--- src/design/iwt_consts.vh ---
// Constants for the interval and watchdog timer block.
`ifndef IWT_CONSTS_VH
`define IWT_CONSTS_VH

// ----------------------------------------------------------------
// Register indices; the byte address is four times the index.
// ----------------------------------------------------------------
`define IWT_IDX_INT_CTRL 8'h8B
`define IWT_IDX_INT_COUNT 8'h8C
`define IWT_IDX_WD_CTRL 8'h8D
`define IWT_IDX_WD_COUNT 8'h8E
`define IWT_IDX_IRQ_STATUS 8'h8F
`define IWT_IDX_IRQ_ENABLE 8'h90

// ----------------------------------------------------------------
// Reset values.
// ----------------------------------------------------------------
`define IWT_PERIOD_SEL_RST 3'h1
`define IWT_WD_PERIOD_RST 8'hFF

// ----------------------------------------------------------------
// Field positions.
// ----------------------------------------------------------------
`define IWT_INT_FLAG_BIT 7
`define IWT_INT_CLKSEL_HI 6
`define IWT_INT_CLKSEL_LO 5
`define IWT_INT_CLEAR_BIT 3
`define IWT_INT_PERSEL_HI 2
`define IWT_INT_PERSEL_LO 0
`define IWT_WD_EN_BIT 7
`define IWT_WD_RSTMODE_BIT 6
`define IWT_WD_CLEAR_BIT 5
`define IWT_WD_CLKSEL_BIT 1
`define IWT_WD_FLAG_BIT 0
`define IWT_IRQ_INT_BIT 0
`define IWT_IRQ_WD_BIT 1

// ----------------------------------------------------------------
// Prescaler widths and timing counts.
// ----------------------------------------------------------------
`define IWT_PRESCALE_W 12
`define IWT_DIV4096_BITS 12
`define IWT_DIV1024_BITS 10
`define IWT_DIV128_BITS 7
`define IWT_DIV16_BITS 4
`define IWT_CPU_RESET_CYCLES 5'h10

`endif

--- src/design/iwt_prescaler.v ---
// System clock prescaler that yields the interval timer counting tick.
`timescale 1ns/10ps
`include "iwt_consts.vh"

module iwt_prescaler (
    // Clock and reset
    input wire clock,
    input wire rst,
    // Control
    input wire [1:0] clock_select,
    input wire restart,
    // Tick out
    output reg tick
);

reg [`IWT_PRESCALE_W-1:0] divider;

// A tick is raised in the cycle after the one in which the selected low bits are all ones,
// so one tick lands every 4096, 1024, 128 or 16 system clocks.
function wraps;
    input [`IWT_PRESCALE_W-1:0] value;
    input [1:0] sel;
    begin
        case (sel)
            2'h0: wraps = &value[`IWT_DIV4096_BITS-1:0];
            2'h1: wraps = &value[`IWT_DIV1024_BITS-1:0];
            2'h2: wraps = &value[`IWT_DIV128_BITS-1:0];
            default: wraps = &value[`IWT_DIV16_BITS-1:0];
        endcase
    end
endfunction

always @(posedge clock) begin
    if (rst || restart) begin
        divider <= 12'h000;
        tick <= 1'b0;
    end else begin
        divider <= divider + 12'h001;
        tick <= wraps(divider, clock_select);
    end
end

endmodule // iwt_prescaler

--- src/design/iwt_timer.v ---
// Interval timer and watchdog with an Avalon-MM register slave.
`timescale 1ns/10ps
`include "iwt_consts.vh"

module iwt_timer (
    // System clock and reset
    input wire clock,
    input wire rst,
    // Avalon-MM register slave
    input wire [7:0] avs_address,
    input wire avs_read,
    input wire avs_write,
    input wire [31:0] avs_writedata,
    input wire [3:0] avs_byteenable,
    output reg [31:0] avs_readdata,
    output reg avs_waitrequest,
    // Interrupt acknowledge from the processor
    input wire interval_irq_ack,
    input wire watchdog_irq_ack,
    // Power management
    input wire stop_mode,
    output reg clocks_stable,
    // Dedicated low-frequency oscillator
    input wire watchdog_rc_clock,
    output reg watchdog_rc_enable,
    // Interrupt and reset requests
    output reg interval_irq_req,
    output reg watchdog_irq_req,
    output reg irq,
    output reg watchdog_cpu_reset
);

// ----------------------------------------------------------------
// State machine codes for oscillator stabilization.
// ----------------------------------------------------------------
localparam [2:0] ST_WAIT = 3'b001;
localparam [2:0] ST_RUN = 3'b010;
localparam [2:0] ST_STOP = 3'b100;

// ----------------------------------------------------------------
// Storage.
// ----------------------------------------------------------------
reg [7:0] interval_count;
reg [1:0] interval_clock_select;
reg [2:0] overflow_period_select;
reg interval_counter_clear;
reg interval_irq_flag;
reg watchdog_enable;
reg watchdog_reset_mode;
reg watchdog_counter_clear;
reg watchdog_clock_select;
reg watchdog_irq_flag;
reg [7:0] watchdog_count;
reg [7:0] watchdog_period;
reg [1:0] irq_enable;
reg [2:0] stab_state;
reg [2:0] next_stab_state;
reg rc_sync1;
reg rc_sync2;
reg rc_sync3;
reg rc_level;
reg [4:0] reset_hold;
reg [7:0] read_value;

wire int_tick;
wire int_overflow;
wire rc_rise;
wire wd_tick;
wire wd_match;
wire wr_commit;
wire [7:0] wdata;
wire wr_int_ctrl;
wire wr_wd_ctrl;
wire wr_wd_period;
wire wr_status;
wire wr_enable;
wire next_interval_flag;
wire next_watchdog_flag;

// ----------------------------------------------------------------
// Helper functions.
// ----------------------------------------------------------------

// Mask of counter bits 0..n; overflow is the carry out of bit n.
function [7:0] low_mask;
    input [2:0] n;
    begin
        case (n)
            3'h0: low_mask = 8'h01;
            3'h1: low_mask = 8'h03;
            3'h2: low_mask = 8'h07;
            3'h3: low_mask = 8'h0F;
            3'h4: low_mask = 8'h1F;
            3'h5: low_mask = 8'h3F;
            3'h6: low_mask = 8'h7F;
            default: low_mask = 8'hFF;
        endcase
    end
endfunction

function carry_out;
    input [7:0] value;
    input [2:0] n;
    begin
        carry_out = &(value | ~low_mask(n));
    end
endfunction

// Sticky flag: a set in the same cycle as a clear wins.
function flag_next;
    input current;
    input set;
    input clear;
    begin
        flag_next = set | (current & ~clear);
    end
endfunction

// ----------------------------------------------------------------
// Prescaler.
// ----------------------------------------------------------------
iwt_prescaler u_prescaler (
    .clock(clock),
    .rst(rst),
    .clock_select(interval_clock_select),
    .restart(stab_state == ST_STOP),
    .tick(int_tick)
);

// ----------------------------------------------------------------
// Register bus.
// ----------------------------------------------------------------

// Every access takes one wait state: the request is seen with
// waitrequest high, then waitrequest drops for exactly one cycle and
// the write commits on that edge. Reads are a snapshot of that first
// cycle, so a counter may have moved by one tick when it is seen.
assign wr_commit = avs_write && !avs_waitrequest && avs_byteenable[0];
assign wdata = avs_writedata[7:0];
assign wr_int_ctrl = wr_commit && (avs_address == `IWT_IDX_INT_CTRL);
assign wr_wd_ctrl = wr_commit && (avs_address == `IWT_IDX_WD_CTRL);
assign wr_wd_period = wr_commit && (avs_address == `IWT_IDX_WD_COUNT);
assign wr_status = wr_commit && (avs_address == `IWT_IDX_IRQ_STATUS);
assign wr_enable = wr_commit && (avs_address == `IWT_IDX_IRQ_ENABLE);

always @* begin
    case (avs_address)
        `IWT_IDX_INT_CTRL: read_value = {interval_irq_flag,
                                         interval_clock_select, 1'b0,
                                         interval_counter_clear,
                                         overflow_period_select};
        `IWT_IDX_INT_COUNT: read_value = interval_count;
        `IWT_IDX_WD_CTRL: read_value = {watchdog_enable, watchdog_reset_mode,
                                        watchdog_counter_clear, 3'h0,
                                        watchdog_clock_select,
                                        watchdog_irq_flag};
        `IWT_IDX_WD_COUNT: read_value = watchdog_count;
        `IWT_IDX_IRQ_STATUS: read_value = {6'h00, watchdog_irq_flag,
                                           interval_irq_flag};
        `IWT_IDX_IRQ_ENABLE: read_value = {6'h00, irq_enable};
        default: read_value = 8'h00;
    endcase
end

always @(posedge clock) begin
    if (rst) begin
        avs_waitrequest <= 1'b1;
        avs_readdata <= 32'h00000000;
    end else if ((avs_read || avs_write) && avs_waitrequest) begin
        avs_waitrequest <= 1'b0;
        avs_readdata <= avs_read ? {24'h000000, read_value} : 32'h00000000;
    end else begin
        avs_waitrequest <= 1'b1;
    end
end

// ----------------------------------------------------------------
// Interval timer control.
// ----------------------------------------------------------------
always @(posedge clock) begin
    if (rst) begin
        interval_clock_select <= 2'h0;
        overflow_period_select <= `IWT_PERIOD_SEL_RST;
        interval_counter_clear <= 1'b0;
    end else if (wr_int_ctrl) begin
        interval_clock_select <= wdata[`IWT_INT_CLKSEL_HI:`IWT_INT_CLKSEL_LO];
        overflow_period_select <= wdata[`IWT_INT_PERSEL_HI:`IWT_INT_PERSEL_LO];
        interval_counter_clear <= wdata[`IWT_INT_CLEAR_BIT];
    end else begin
        interval_counter_clear <= 1'b0;
    end
end

// ----------------------------------------------------------------
// Interval counter.
// ----------------------------------------------------------------

// Software has no way to halt the count; only a clear or the stop
// state holds it at zero, the latter so that the stabilization wait
// after leaving stop always runs a full overflow period.
always @(posedge clock) begin
    if (rst) begin
        interval_count <= 8'h00;
    end else if (interval_counter_clear || stab_state == ST_STOP) begin
        interval_count <= 8'h00;
    end else if (int_tick) begin
        interval_count <= interval_count + 8'h01;
    end
end

assign int_overflow = int_tick &&
    carry_out(interval_count, overflow_period_select);

assign next_interval_flag = flag_next(interval_irq_flag, int_overflow,
    (wr_int_ctrl && !wdata[`IWT_INT_FLAG_BIT]) || interval_irq_ack ||
    (wr_status && wdata[`IWT_IRQ_INT_BIT]));

always @(posedge clock) begin
    if (rst) begin
        interval_irq_flag <= 1'b0;
    end else begin
        interval_irq_flag <= next_interval_flag;
    end
end

// ----------------------------------------------------------------
// Oscillator stabilization.
// ----------------------------------------------------------------
always @* begin
    case (stab_state)
        ST_WAIT: next_stab_state = int_overflow ? ST_RUN : ST_WAIT;
        ST_RUN: next_stab_state = stop_mode ? ST_STOP : ST_RUN;
        ST_STOP: next_stab_state = stop_mode ? ST_STOP : ST_WAIT;
        default: next_stab_state = ST_WAIT;
    endcase
end

always @(posedge clock) begin
    if (rst) begin
        stab_state <= ST_WAIT;
        clocks_stable <= 1'b0;
    end else begin
        stab_state <= next_stab_state;
        clocks_stable <= (next_stab_state == ST_RUN);
    end
end

// ----------------------------------------------------------------
// RC oscillator input.
// ----------------------------------------------------------------

// The slow oscillator is asynchronous: three stages, and a level is
// accepted only once the last two agree, which filters a sample taken
// mid-transition. Its period is far longer than the system clock.
always @(posedge clock) begin
    if (rst) begin
        rc_sync1 <= 1'b0;
        rc_sync2 <= 1'b0;
        rc_sync3 <= 1'b0;
        rc_level <= 1'b0;
    end else begin
        rc_sync1 <= watchdog_rc_clock;
        rc_sync2 <= rc_sync1;
        rc_sync3 <= rc_sync2;
        if (rc_sync2 == rc_sync3) begin
            rc_level <= rc_sync3;
        end
    end
end

assign rc_rise = (rc_sync2 == rc_sync3) && rc_sync3 && !rc_level;

// ----------------------------------------------------------------
// Watchdog control.
// ----------------------------------------------------------------
always @(posedge clock) begin
    if (rst) begin
        watchdog_enable <= 1'b0;
        watchdog_reset_mode <= 1'b0;
        watchdog_counter_clear <= 1'b0;
        watchdog_clock_select <= 1'b0;
        watchdog_rc_enable <= 1'b0;
    end else begin
        if (wr_wd_ctrl) begin
            watchdog_enable <= wdata[`IWT_WD_EN_BIT];
            watchdog_reset_mode <= wdata[`IWT_WD_RSTMODE_BIT];
            watchdog_counter_clear <= wdata[`IWT_WD_CLEAR_BIT];
            watchdog_clock_select <= wdata[`IWT_WD_CLKSEL_BIT];
        end else begin
            watchdog_counter_clear <= 1'b0;
        end
        watchdog_rc_enable <= watchdog_clock_select;
    end
end

always @(posedge clock) begin
    if (rst) begin
        watchdog_period <= `IWT_WD_PERIOD_RST;
    end else if (wr_wd_period) begin
        watchdog_period <= wdata;
    end
end

// ----------------------------------------------------------------
// Watchdog counter.
// ----------------------------------------------------------------
assign wd_tick = watchdog_clock_select ? rc_rise : int_overflow;

// A period of zero matches on every tick; software must avoid it,
// the hardware simply keeps running in that case.
assign wd_match = watchdog_enable && wd_tick &&
    (watchdog_count == watchdog_period);

always @(posedge clock) begin
    if (rst) begin
        watchdog_count <= 8'h00;
    end else if (watchdog_counter_clear) begin
        watchdog_count <= 8'h00;
    end else if (wd_match) begin
        watchdog_count <= 8'h00;
    end else if (watchdog_enable && wd_tick) begin
        watchdog_count <= watchdog_count + 8'h01;
    end
end

assign next_watchdog_flag = flag_next(watchdog_irq_flag,
    wd_match && !watchdog_reset_mode,
    (wr_wd_ctrl && !wdata[`IWT_WD_FLAG_BIT]) || watchdog_irq_ack ||
    (wr_status && wdata[`IWT_IRQ_WD_BIT]));

always @(posedge clock) begin
    if (rst) begin
        watchdog_irq_flag <= 1'b0;
    end else begin
        watchdog_irq_flag <= next_watchdog_flag;
    end
end

// ----------------------------------------------------------------
// Processor reset request.
// ----------------------------------------------------------------

// The request is stretched to a fixed width so the system reset logic
// sees it even though this block is itself reset by it.
always @(posedge clock) begin
    if (rst) begin
        reset_hold <= 5'h00;
        watchdog_cpu_reset <= 1'b0;
    end else begin
        if (wd_match && watchdog_reset_mode) begin
            reset_hold <= `IWT_CPU_RESET_CYCLES;
        end else if (reset_hold != 5'h00) begin
            reset_hold <= reset_hold - 5'h01;
        end
        watchdog_cpu_reset <= (wd_match && watchdog_reset_mode) ||
            (reset_hold > 5'h01);
    end
end

// ----------------------------------------------------------------
// Interrupt enables and outputs.
// ----------------------------------------------------------------
always @(posedge clock) begin
    if (rst) begin
        irq_enable <= 2'h0;
    end else if (wr_enable) begin
        irq_enable <= wdata[1:0];
    end
end

always @(posedge clock) begin
    if (rst) begin
        interval_irq_req <= 1'b0;
        watchdog_irq_req <= 1'b0;
        irq <= 1'b0;
    end else begin
        interval_irq_req <= interval_irq_flag && irq_enable[`IWT_IRQ_INT_BIT];
        watchdog_irq_req <= watchdog_irq_flag && irq_enable[`IWT_IRQ_WD_BIT];
        irq <= (interval_irq_flag && irq_enable[`IWT_IRQ_INT_BIT]) ||
            (watchdog_irq_flag && irq_enable[`IWT_IRQ_WD_BIT]);
    end
end

endmodule // iwt_timer

--- config.mk ---
export PLATFORM = sky130hd
export DESIGN_NAME = iwt_timer
export DESIGN_NICKNAME = d
export VERILOG_FILES = /design/src/design/iwt_prescaler.v /design/src/design/iwt_timer.v
export VERILOG_INCLUDE_DIRS = /design/src /design/src/design
export SDC_FILE = /design/constraint.sdc
export NUM_CORES = 1
export LEC_CHECK = 0
export ABC_AREA = 1
export BUFFER_PORTS_ARGS = -buffer_cell sky130_fd_sc_hd__buf_2
export CAP_MARGIN = 15
export CELL_PAD_IN_SITES_DETAIL_PLACEMENT = 0
export CELL_PAD_IN_SITES_GLOBAL_PLACEMENT = 1
export CORE_ASPECT_RATIO = 1.2
export CORE_MARGIN = 2
export CORE_UTILIZATION = 35
export CTS_CLUSTER_DIAMETER = 50
export DETAILED_ROUTE_END_ITERATION = 10
export GPL_TIMING_DRIVEN = 1
export HOLD_SLACK_MARGIN = 0.15
export PLACE_DENSITY_LB_ADDON = 0.1
export SKIP_LAST_GASP = 1
export SLEW_MARGIN = 20
export SYNTH_ARGS = -nofsm -noshare
export SYNTH_HDL_FRONTEND = slang
export SYNTH_SLANG_ARGS = --single-unit
--- constraint.sdc ---
create_clock -name clock -period 1.5 [get_ports clock]
set_input_delay 0.3 -clock clock [delete_from_list [all_inputs] [get_ports clock]]
set_output_delay 0.3 -clock clock [all_outputs]
set_load 0.005 [all_outputs]
==> results of run 1 <==
## synth_stat cells, types with 2 or more instances
master     n
nand2_2    5
buf_2      3
nand2_4    4
or2_2      3
a21oi_2    4
nor2_4     4
o21ai_0   21
nor2_2     8
nor4_1     2
nor3_4     2
nand3_1   56
inv_1     67
o211ai_1   3
nand4_1   10
nor2_1    46
buf_1      2
dfxtp_1   78
xor2_1    12
mux2i_1    2
a21oi_1   51
inv_2      8
buf_6      2
buf_4     25
nor3_1    10
o21ai_1   10
nand2_1   92
ha_1       7
## worst max-delay path: stages (launching register included)
cell	delay (ns)
dfxtp_2	0.34
ha_2	0.18
nand2_1	0.05
inv_1	0.06
nand2_1	0.08
nor2_2	0.13
nand2_2	0.10
nor2_4	0.11
nand3_1	0.09
o21ai_1	0.13
a21oi_1	0.05
## worst min-delay path by stage
stage                             start                                 to  slack (ns)  cells after the start
floorplan                avs_address[2]  interval_counter_clear$_SDFF_PP0_        0.38                      1
global placement    rc_sync1$_SDFF_PP0_                rc_sync2$_SDFF_PP0_        0.40                      2
detailed placement  rc_sync1$_SDFF_PP0_                rc_sync2$_SDFF_PP0_        0.40                      2
CTS                   watchdog_rc_clock                rc_sync1$_SDFF_PP0_        0.16                      3
global route          watchdog_rc_clock                rc_sync1$_SDFF_PP0_        0.18                      3
finish                watchdog_rc_clock                rc_sync1$_SDFF_PP0_        0.17                      3
## logic make-up (layout without fill, tap and decap cells)
| group | Yosys count | count (layout) |
|---|---|---|
| AO/OA/AOI/OAI | 91 | 91 |
| flip-flops | 78 | 78 |
| AND/OR/NAND/NOR | 246 | 246 |
| buffers and inverters | 109 | 187 |
| XOR/XNOR | 12 | 12 |
| adder cells (fa/ha/maj) | 7 | 7 |
| other | 1 | 24 |
| multiplexers | 3 | 3 |
## state kept, by name, summed over array words and instances, names as in the netlist, 2 cells and up
register,count
u_prescaler.divider,12
avs_readdata,8
interval_count,8
watchdog_count,8
watchdog_period,8
reset_hold,5
overflow_period_select,3
stab_state,3
interval_clock_select,2
irq_enable,2
## timing repair
item	CTS	global route
endpoints found under the setup margin	1	22
hold endpoints to repair	0	0
gates resized for setup	4	24
pin swaps	3	7
buffers inserted	1	5
hold buffers	0	0
## final cells by class
| class | count | area (um2) |
|---|---|---|
| fillers | 1188 | 6030 |
| multi-input cells | 383 | 2040 |
| flip-flops and latches | 78 | 1580 |
| repair buffers | 96 | 661 |
| inverters | 75 | 282 |
| clock buffers | 13 | 260 |
| well taps | 154 | 193 |
| clock inverters | 3 | 42.5 |
## metrics by stage
stage	hold slack, ns	utilization, %
after detailed placement	0.396	41.9
final	0.166	45.6
after CTS	0.159	44.8
after floorplan	0.376	-
after global routing	0.176	45.6
after global placement	0.398	41.9
## routing by layer
layer / up-vias / track usage [%]
met1: 1652 / 21.3
met5: - / 0
met3: 14 / 3.74
met2: 79 / 25.9
met4: 0 / 6.67
li1: 1917 / -
## power by group
| group | leakage, nW | internal (mW) | total (mW) | switching, mW |
|---|---|---|---|---|
| Combinational | 1.46 | 0.294 | 0.686 | 0.392 |
| Sequential | 0.637 | 2.15 | 2.21 | 0.0579 |
| Clock | 0.146 | 1.38 | 2.22 | 0.842 |
| Total | 2.25 | 3.82 | 5.12 | 1.29 |
==> impl_results.md, run 1 <==
* Share of synthesized registers carrying an async set or reset at 0%
* Max cap viols at 0
* Routed Antenna Nets at 0
* R2r endpoint: u_prescaler.divider[10]$_SDFF_PP0_
* R2R Setup Slk at between 0.07 and 0.08 ns
* Clk sink count at 78
* Antenna cells at 0
* Multiplexer area fraction after synthesis at 0.781%
* First-pass GRT wire length at between 15000 and 20000 um
* Dpl cells at 780
* Synth area leader: dfxtp_1
* Setup violators final at 0
* Mapped cell area at roughly 0.0040 mm2
* Met1 wire length at approximately 4700 um
* I/O Buffers at 39
* CP Capture Type: flop
* Post-route insts no fill at approximately 800
* Gr ovfl total at 0
* Routed met3 length at ~430 um
* CTS Buffer Depth at 2
* Leak pwr at between 2 and 2.5 nW
* Synth Area in Adders at between 2 and 2.5%
* Synth top area cells: dfxtp_1, nand2_1, nand3_1, a21oi_1, inv_1
* Reg2Reg Depth at 10
* Sum of negative setup slack at 0 ns
* Hold/Removal Path Class: in -> reg
* DR vias/cell at ~4.6
* Setup ws final at about 0.07 ns
* Synth Area in Compound Gates at between 10% and 20%
* Status: completed
* Cell Area, Placed at between 0.004 and 0.005 mm2
* RSZ-0062 raised after global routing: true
* I/O pins at between 90 and 100
* Clk slew on worst S/H paths at 0.06 ns
* DR WL/cell at roughly 12 um
* Synth Area in Simple Gates at a little under 30%
* Post-route DRC at 0
* Largest family of logic cells by synthesized area: simple AND/OR/NAND/NOR gates
* Clock latency on the worst-skew pair at 0.34 ns
* Placed wire-length estimate at about 7700 um
* Fin. Hold Viols at 0
* CTS tree: yes
* Fin. max-slew vios at 0
* Placer Congestion at between 0.8 and 0.9
* DR WL met2 at around 4600 um
* Synth Flop Type: dfxtp_1
* Max Fclk at 0.699 GHz
* Worst Setup EP: u_prescaler.divider[10]$_SDFF_PP0_
* Total power at a little over 5 mW
* CP Max Fanout at 3
* Iteration-0 DRC Markers at ~130
* Htree depth at 3
* Die W at between 100 and 150 um
* Crit path arrival time at approximately 1.7 ns
* Total global-route track usage at 16.4%
* Die H at approximately 120 um
* Drt first pass iters at 4
* Worst r2r src: u_prescaler.divider[0]$_SDFF_PP0_
* Crit Path Category: reg -> reg
* Largest net degree at the start of global routing at 19
* Post-synthesis cell type count at 37
* Power density over the cells at about 1000 mW/mm2
* Layout cells sized above 1 at a little over a quarter
* CP Data Required Time at 1.73 ns
* Launch point of the worst path: u_prescaler.divider[0]$_SDFF_PP0_
* Pre-CTS WS at -0.0411 ns
* Fin crit share at a little over nine tenths
* Tmin final at 1.43 ns
* Synth Area per Inst at about 7.3 um2
* Post-Synth XOR/XNOR Area at under 10%
* Post-synth EDFFs at 0
* Initial Util at roughly 36%
* Most common cell after layout, fill and taps aside: nand2_1
* Final net count at around 700
* Worst vdd ir at just over 0.5 mV
* YS warnings at 0
* Most frequent cells in the layout: nand2_1, inv_1, dfxtp_1, nand3_1, buf_4
* Layout Skew at around 0.0047 ns
* Core Footprint at roughly 0.011 mm2
* Seq/Total Area, Yosys at 39.0%
* Via count at around 3700
* Initial antenna violation count at 0
* Num CTS Buffers at 9
* Startpoint types: flop
* Design area at 0.00506 mm2
* Vias in the first global route at roughly 3300
* Cells after Synth at 547
* Number of synthesized register bits at just under 80
* Die Area at ~0.012 mm2
* Share of the synthesized area in the top cell type at just under 40%
* Cell Rows at between 40 and 50
* Root buffer cell: clkbuf_16
* Post-Route WL at around 10000 um
* Area Growth Syn to Fin at 26.3%
* Top sig layer: met4
No activity file was read; power rests on OpenSTA's default activity.
==> run 2, diff against run 1 <==
--- a/config.mk
+++ b/config.mk
@@ -6,14 +6,13 @@
 export SDC_FILE = /design/constraint.sdc
 export NUM_CORES = 1
 export LEC_CHECK = 0
-export ABC_AREA = 1
 export BUFFER_PORTS_ARGS = -buffer_cell sky130_fd_sc_hd__buf_2
 export CAP_MARGIN = 15
 export CELL_PAD_IN_SITES_DETAIL_PLACEMENT = 0
 export CELL_PAD_IN_SITES_GLOBAL_PLACEMENT = 1
 export CORE_ASPECT_RATIO = 1.2
 export CORE_MARGIN = 2
-export CORE_UTILIZATION = 35
+export CORE_UTILIZATION = 36
 export CTS_CLUSTER_DIAMETER = 50
 export DETAILED_ROUTE_END_ITERATION = 10
 export GPL_TIMING_DRIVEN = 1
@@ -23,4 +22,5 @@
 export SLEW_MARGIN = 20
 export SYNTH_ARGS = -nofsm -noshare
 export SYNTH_HDL_FRONTEND = slang
+export SYNTH_HIERARCHICAL = 1
 export SYNTH_SLANG_ARGS = --single-unit
==> run 2 against run 1 <==
Against the previous run: the run now ends with negative setup slack left; clock power up 7%; first-iteration DRC count down 1.5%; clock skew up 0.0036 ns; core utilization up 3.3 points; register-to-register slack worse by 0.42 ns; maximum frequency down 23%; highest routed layer unchanged.
==> impl_results.md, run 2 <==
* Layout cells sized above 1 at 32.0% (+5.0 points)
* RSZ-0062 raised after global routing: true
* Clock latency on the worst-skew pair at 0.34 ns (about the same)
* Synth Area in Compound Gates at 14.9% (+2.6 points)
* Hold/Removal Path Class: in -> reg
* CP cell instances: nand2_2, o32a_1, o41ai_4, buf_6, buf_12, mux2i_1, nor2_1
* CP Max Fanout at 11 (+8)
* Clk sink count at 78 (unchanged)
* Design area at 0.00512 mm2 (+1.2%)
* Max cap viols at 0 (unchanged)
* Multi-input logic area at 0.00219 mm2 (+7.2%)
* Reg2Reg Depth at 7 (-3)
* Gr ovfl total at 0 (unchanged)
* Crit-path max cell delay at 0.40 ns (+0.06 ns)
* Cells after Synth at 424 (-22%)
* Max Fclk at 0.541 GHz (-23%)
* Worst vdd ir at 0.472 mV (-7.4%)
* Number of synthesized register bits at 78 (unchanged)
* Reg with most FFs: u_prescaler/divider
* Setup ws final at -0.349 ns (-0.419 ns)
* Core Footprint at 0.0105 mm2 (-5.6%)
* Max FFs per register at 12 (unchanged)
* Synth Area in Adders at 2.27% (+0.087 points)
* Mapped cell area at 0.00385 mm2 (-3.8%)
* Fillers at 1049 (-12%)
* Post-Route WL at 10100 um (+2.2%)
* Largest family of logic cells by synthesized area: simple AND/OR/NAND/NOR gates
* Fin. max-slew vios at 0 (unchanged)
* YS warnings at 6 (+6)
* CTS tree: yes
* Tmin final at 1.85 ns (+0.419 ns)
* Post-synth top cells: dfxtp_1, nor2_1, buf_4, mux2i_1, nand2_1
* Synth Flop Type: dfxtp_1
* Total global-route track usage at 17.9% (+1.5 points)
* Largest net degree at the start of global routing at 19 (unchanged)
* Slowest stage cell, crit path: o32a_1
* Die H at 117 um (-3.2%)
* DR vias/cell at 5.04 (+10%)
* Layout Skew at 0.00828 ns (+0.00358 ns)
* First-pass GRT wire length at 16500 um (+6.2%)
* Setup violators final at 37 (+37)
* Post-route DRC at 0 (unchanged)
* Area Growth Syn to Fin at 32.9%
* Die W at 98.4 um (-3.2%)
* Root buffer cell: clkbuf_16
* Hold Path Cell Cnt at 2 (-1)
* Crit path arrival time at 2.07 ns (+0.41 ns)
* Share of synthesized registers carrying an async set or reset at 0% (unchanged)
* Via count at 3349 (-8.5%)
* DR WL/cell at 15.2 um (+23%)
* Placer Congestion at 0.805 (-2.1%)
* CTS Buffer Depth at 2 (unchanged)
* Layout Utilization at 48.9% (+3.3 points)
* Leak pwr at 2.16 nW (-3.9%)
* I/O Buffers at 39 (unchanged)
* Share of the synthesized area in the top cell type at 40.5% (+1.6 points)
* Antenna cells at 0 (unchanged)
* Fin. Hold Viols at 0 (unchanged)
* Post-synth EDFFs at 0 (unchanged)
* CP Data Required Time at 1.72 ns (about the same)
* Final net count at 589 (-16%)
* Most common cell after layout, fill and taps aside: dfxtp_1
* Power density over the cells at 1020 mW/mm2 (+1.2%)
* Clk slew on worst S/H paths at 0.06 ns (about the same)
* Synth Area in Simple Gates at 23.3% (-6.5 points)
* Num CTS Buffers at 9 (unchanged)
* Synth Area per Inst at 9.09 um2 (+24%)
* Status: complete, but fails checks
* Drt first pass iters at 4 (unchanged)
* Most frequent cells in the layout: dfxtp_1, buf_4, nor2_1, buf_2, conb_1
* Routed Antenna Nets at 0 (unchanged)
* Iteration-0 DRC Markers at 129 (-1.5%)
* Failing checks: negative setup slack
* Cell Rows at 41 (-2.4%)
* Synth top area cells: dfxtp_1, mux2i_1, buf_4, nor2_1, xnor2_1
* Fin crit share at 123% (+28 points)
* Die Area at 0.0115 mm2 (-6.3%)
* CP Capture Type: flop
* Post-synthesis cell type count at 61 (+65%)
* Initial antenna violation count at 0 (unchanged)
* Vias in the first global route at 3257 (-1.1%)
* Placed wire-length estimate at 7590 um (-0.98%)
* Most common cell in the synthesized netlist: dfxtp_1
* Synth area leader: dfxtp_1
* Startpoint types: flop
* Crit Path Category: reg -> reg
* I/O pins at 91 (unchanged)
* Htree depth at 3 (unchanged)
* Seq/Total Area, Yosys at 40.5% (+1.6 points)
* Multiplexer area fraction after synthesis at 6.04% (+5.3 points)
* Register area at 0.00157 mm2 (-0.71%)
* Post-Synth XOR/XNOR Area at 5.00% (+2.4 points)
* Cell Area, Placed at 0.00463 mm2 (-0.51%)
* Initial Util at 36.8% (+0.68 points)
-- run 2: cell types whose count changed after synthesis, sizes merged, moves of 12 or more --
cell	previous run	this run
a21oi	56	15
inv	75	11
mux2i	2	21
nand2	101	20
nand3	56	10
nor2	58	44
nor2b	0	17
o21ai	31	19
xnor2	0	17
-- run 2: final cells by class --
type / count / area share, %
clock buffer: 11 / 4.74
clock inverter: 5 / 1.61
sequential: 78 / 30.6
tap: 129 / 3.15
inverter: 11 / 0.806
multi-input combinational: 316 / 42.7
timing repair buffer: 114 / 16.3
-- run 2: logic make-up after synthesis --
| logic type | after synthesis |
|---|---|
| buffers and inverters | 53 |
| adder cells (fa/ha/maj) | 7 |
| flip-flops | 78 |
| other | 1 |
| multiplexers | 22 |
| XOR/XNOR | 22 |
| AND/OR/NAND/NOR | 162 |
| AO/OA/AOI/OAI | 79 |
-- run 2: power breakdown --
part	switching (mW)	internal, mW
registers	0.0725	2.16
logic	0.337	0.291
clock network	0.871	1.51
-- run 2: metrics by stage --
stage / total power, mW / setup slack [ns] / instances / TNS (ns) / hold WS (ns)
floorplan: 2.77 / -0.265 / 447 / -2.81 / 0.414
global placement: 2.90 / -0.350 / 642 / -8.53 / 0.418
detailed placement: 2.91 / -0.395 / 642 / -9.41 / 0.426
CTS: 5.31 / -0.379 / 663 / -8.27 / 0.168
global route: 5.50 / -0.456 / 664 / -11.64 / 0.169
finish: 5.24 / -0.349 / 664 / -7.55 / 0.175
-- run 2: critical path, delay by kind of cell, from the launching register on --
family	cells	cell delay (ns)
AO/OA/AOI/OAI	2	0.73
flip-flops	1	0.35
buffers and inverters	2	0.31
multiplexers	1	0.18
AND/OR/NAND/NOR	2	0.16
-- run 2: per-layer routing --
metal	global-route usage, %	wire length [um]
met1	21.9	4560
met5	0	0
met4	7.96	279
met3	3.64	385
met2	30.2	4850
-- run 2: path summary, 6_finish.rpt --
kind                                  startpoint                         endpoint  slack (ns)
setup / recovery  interval_count[4]$_SDFFE_PP0P_   watchdog_count[0]$_SDFFE_PP0P_       -0.35
hold / removal                  avs_writedata[4]  watchdog_period[4]$_SDFFE_PP1P_        0.17
setup reg to reg  interval_count[4]$_SDFFE_PP0P_   watchdog_count[0]$_SDFFE_PP0P_       -0.35
hold reg to reg              rc_sync1$_SDFF_PP0_              rc_sync2$_SDFF_PP0_        0.44
-- run 2: repair_timing --
item | in CTS | in global routing
buffers inserted | 4 | 3
pin swaps | 10 | 9
gates resized for setup | 23 | 9
endpoints found under the setup margin | 38 | 41
gates cloned | 1 | 0
hold buffers | 0 | 0
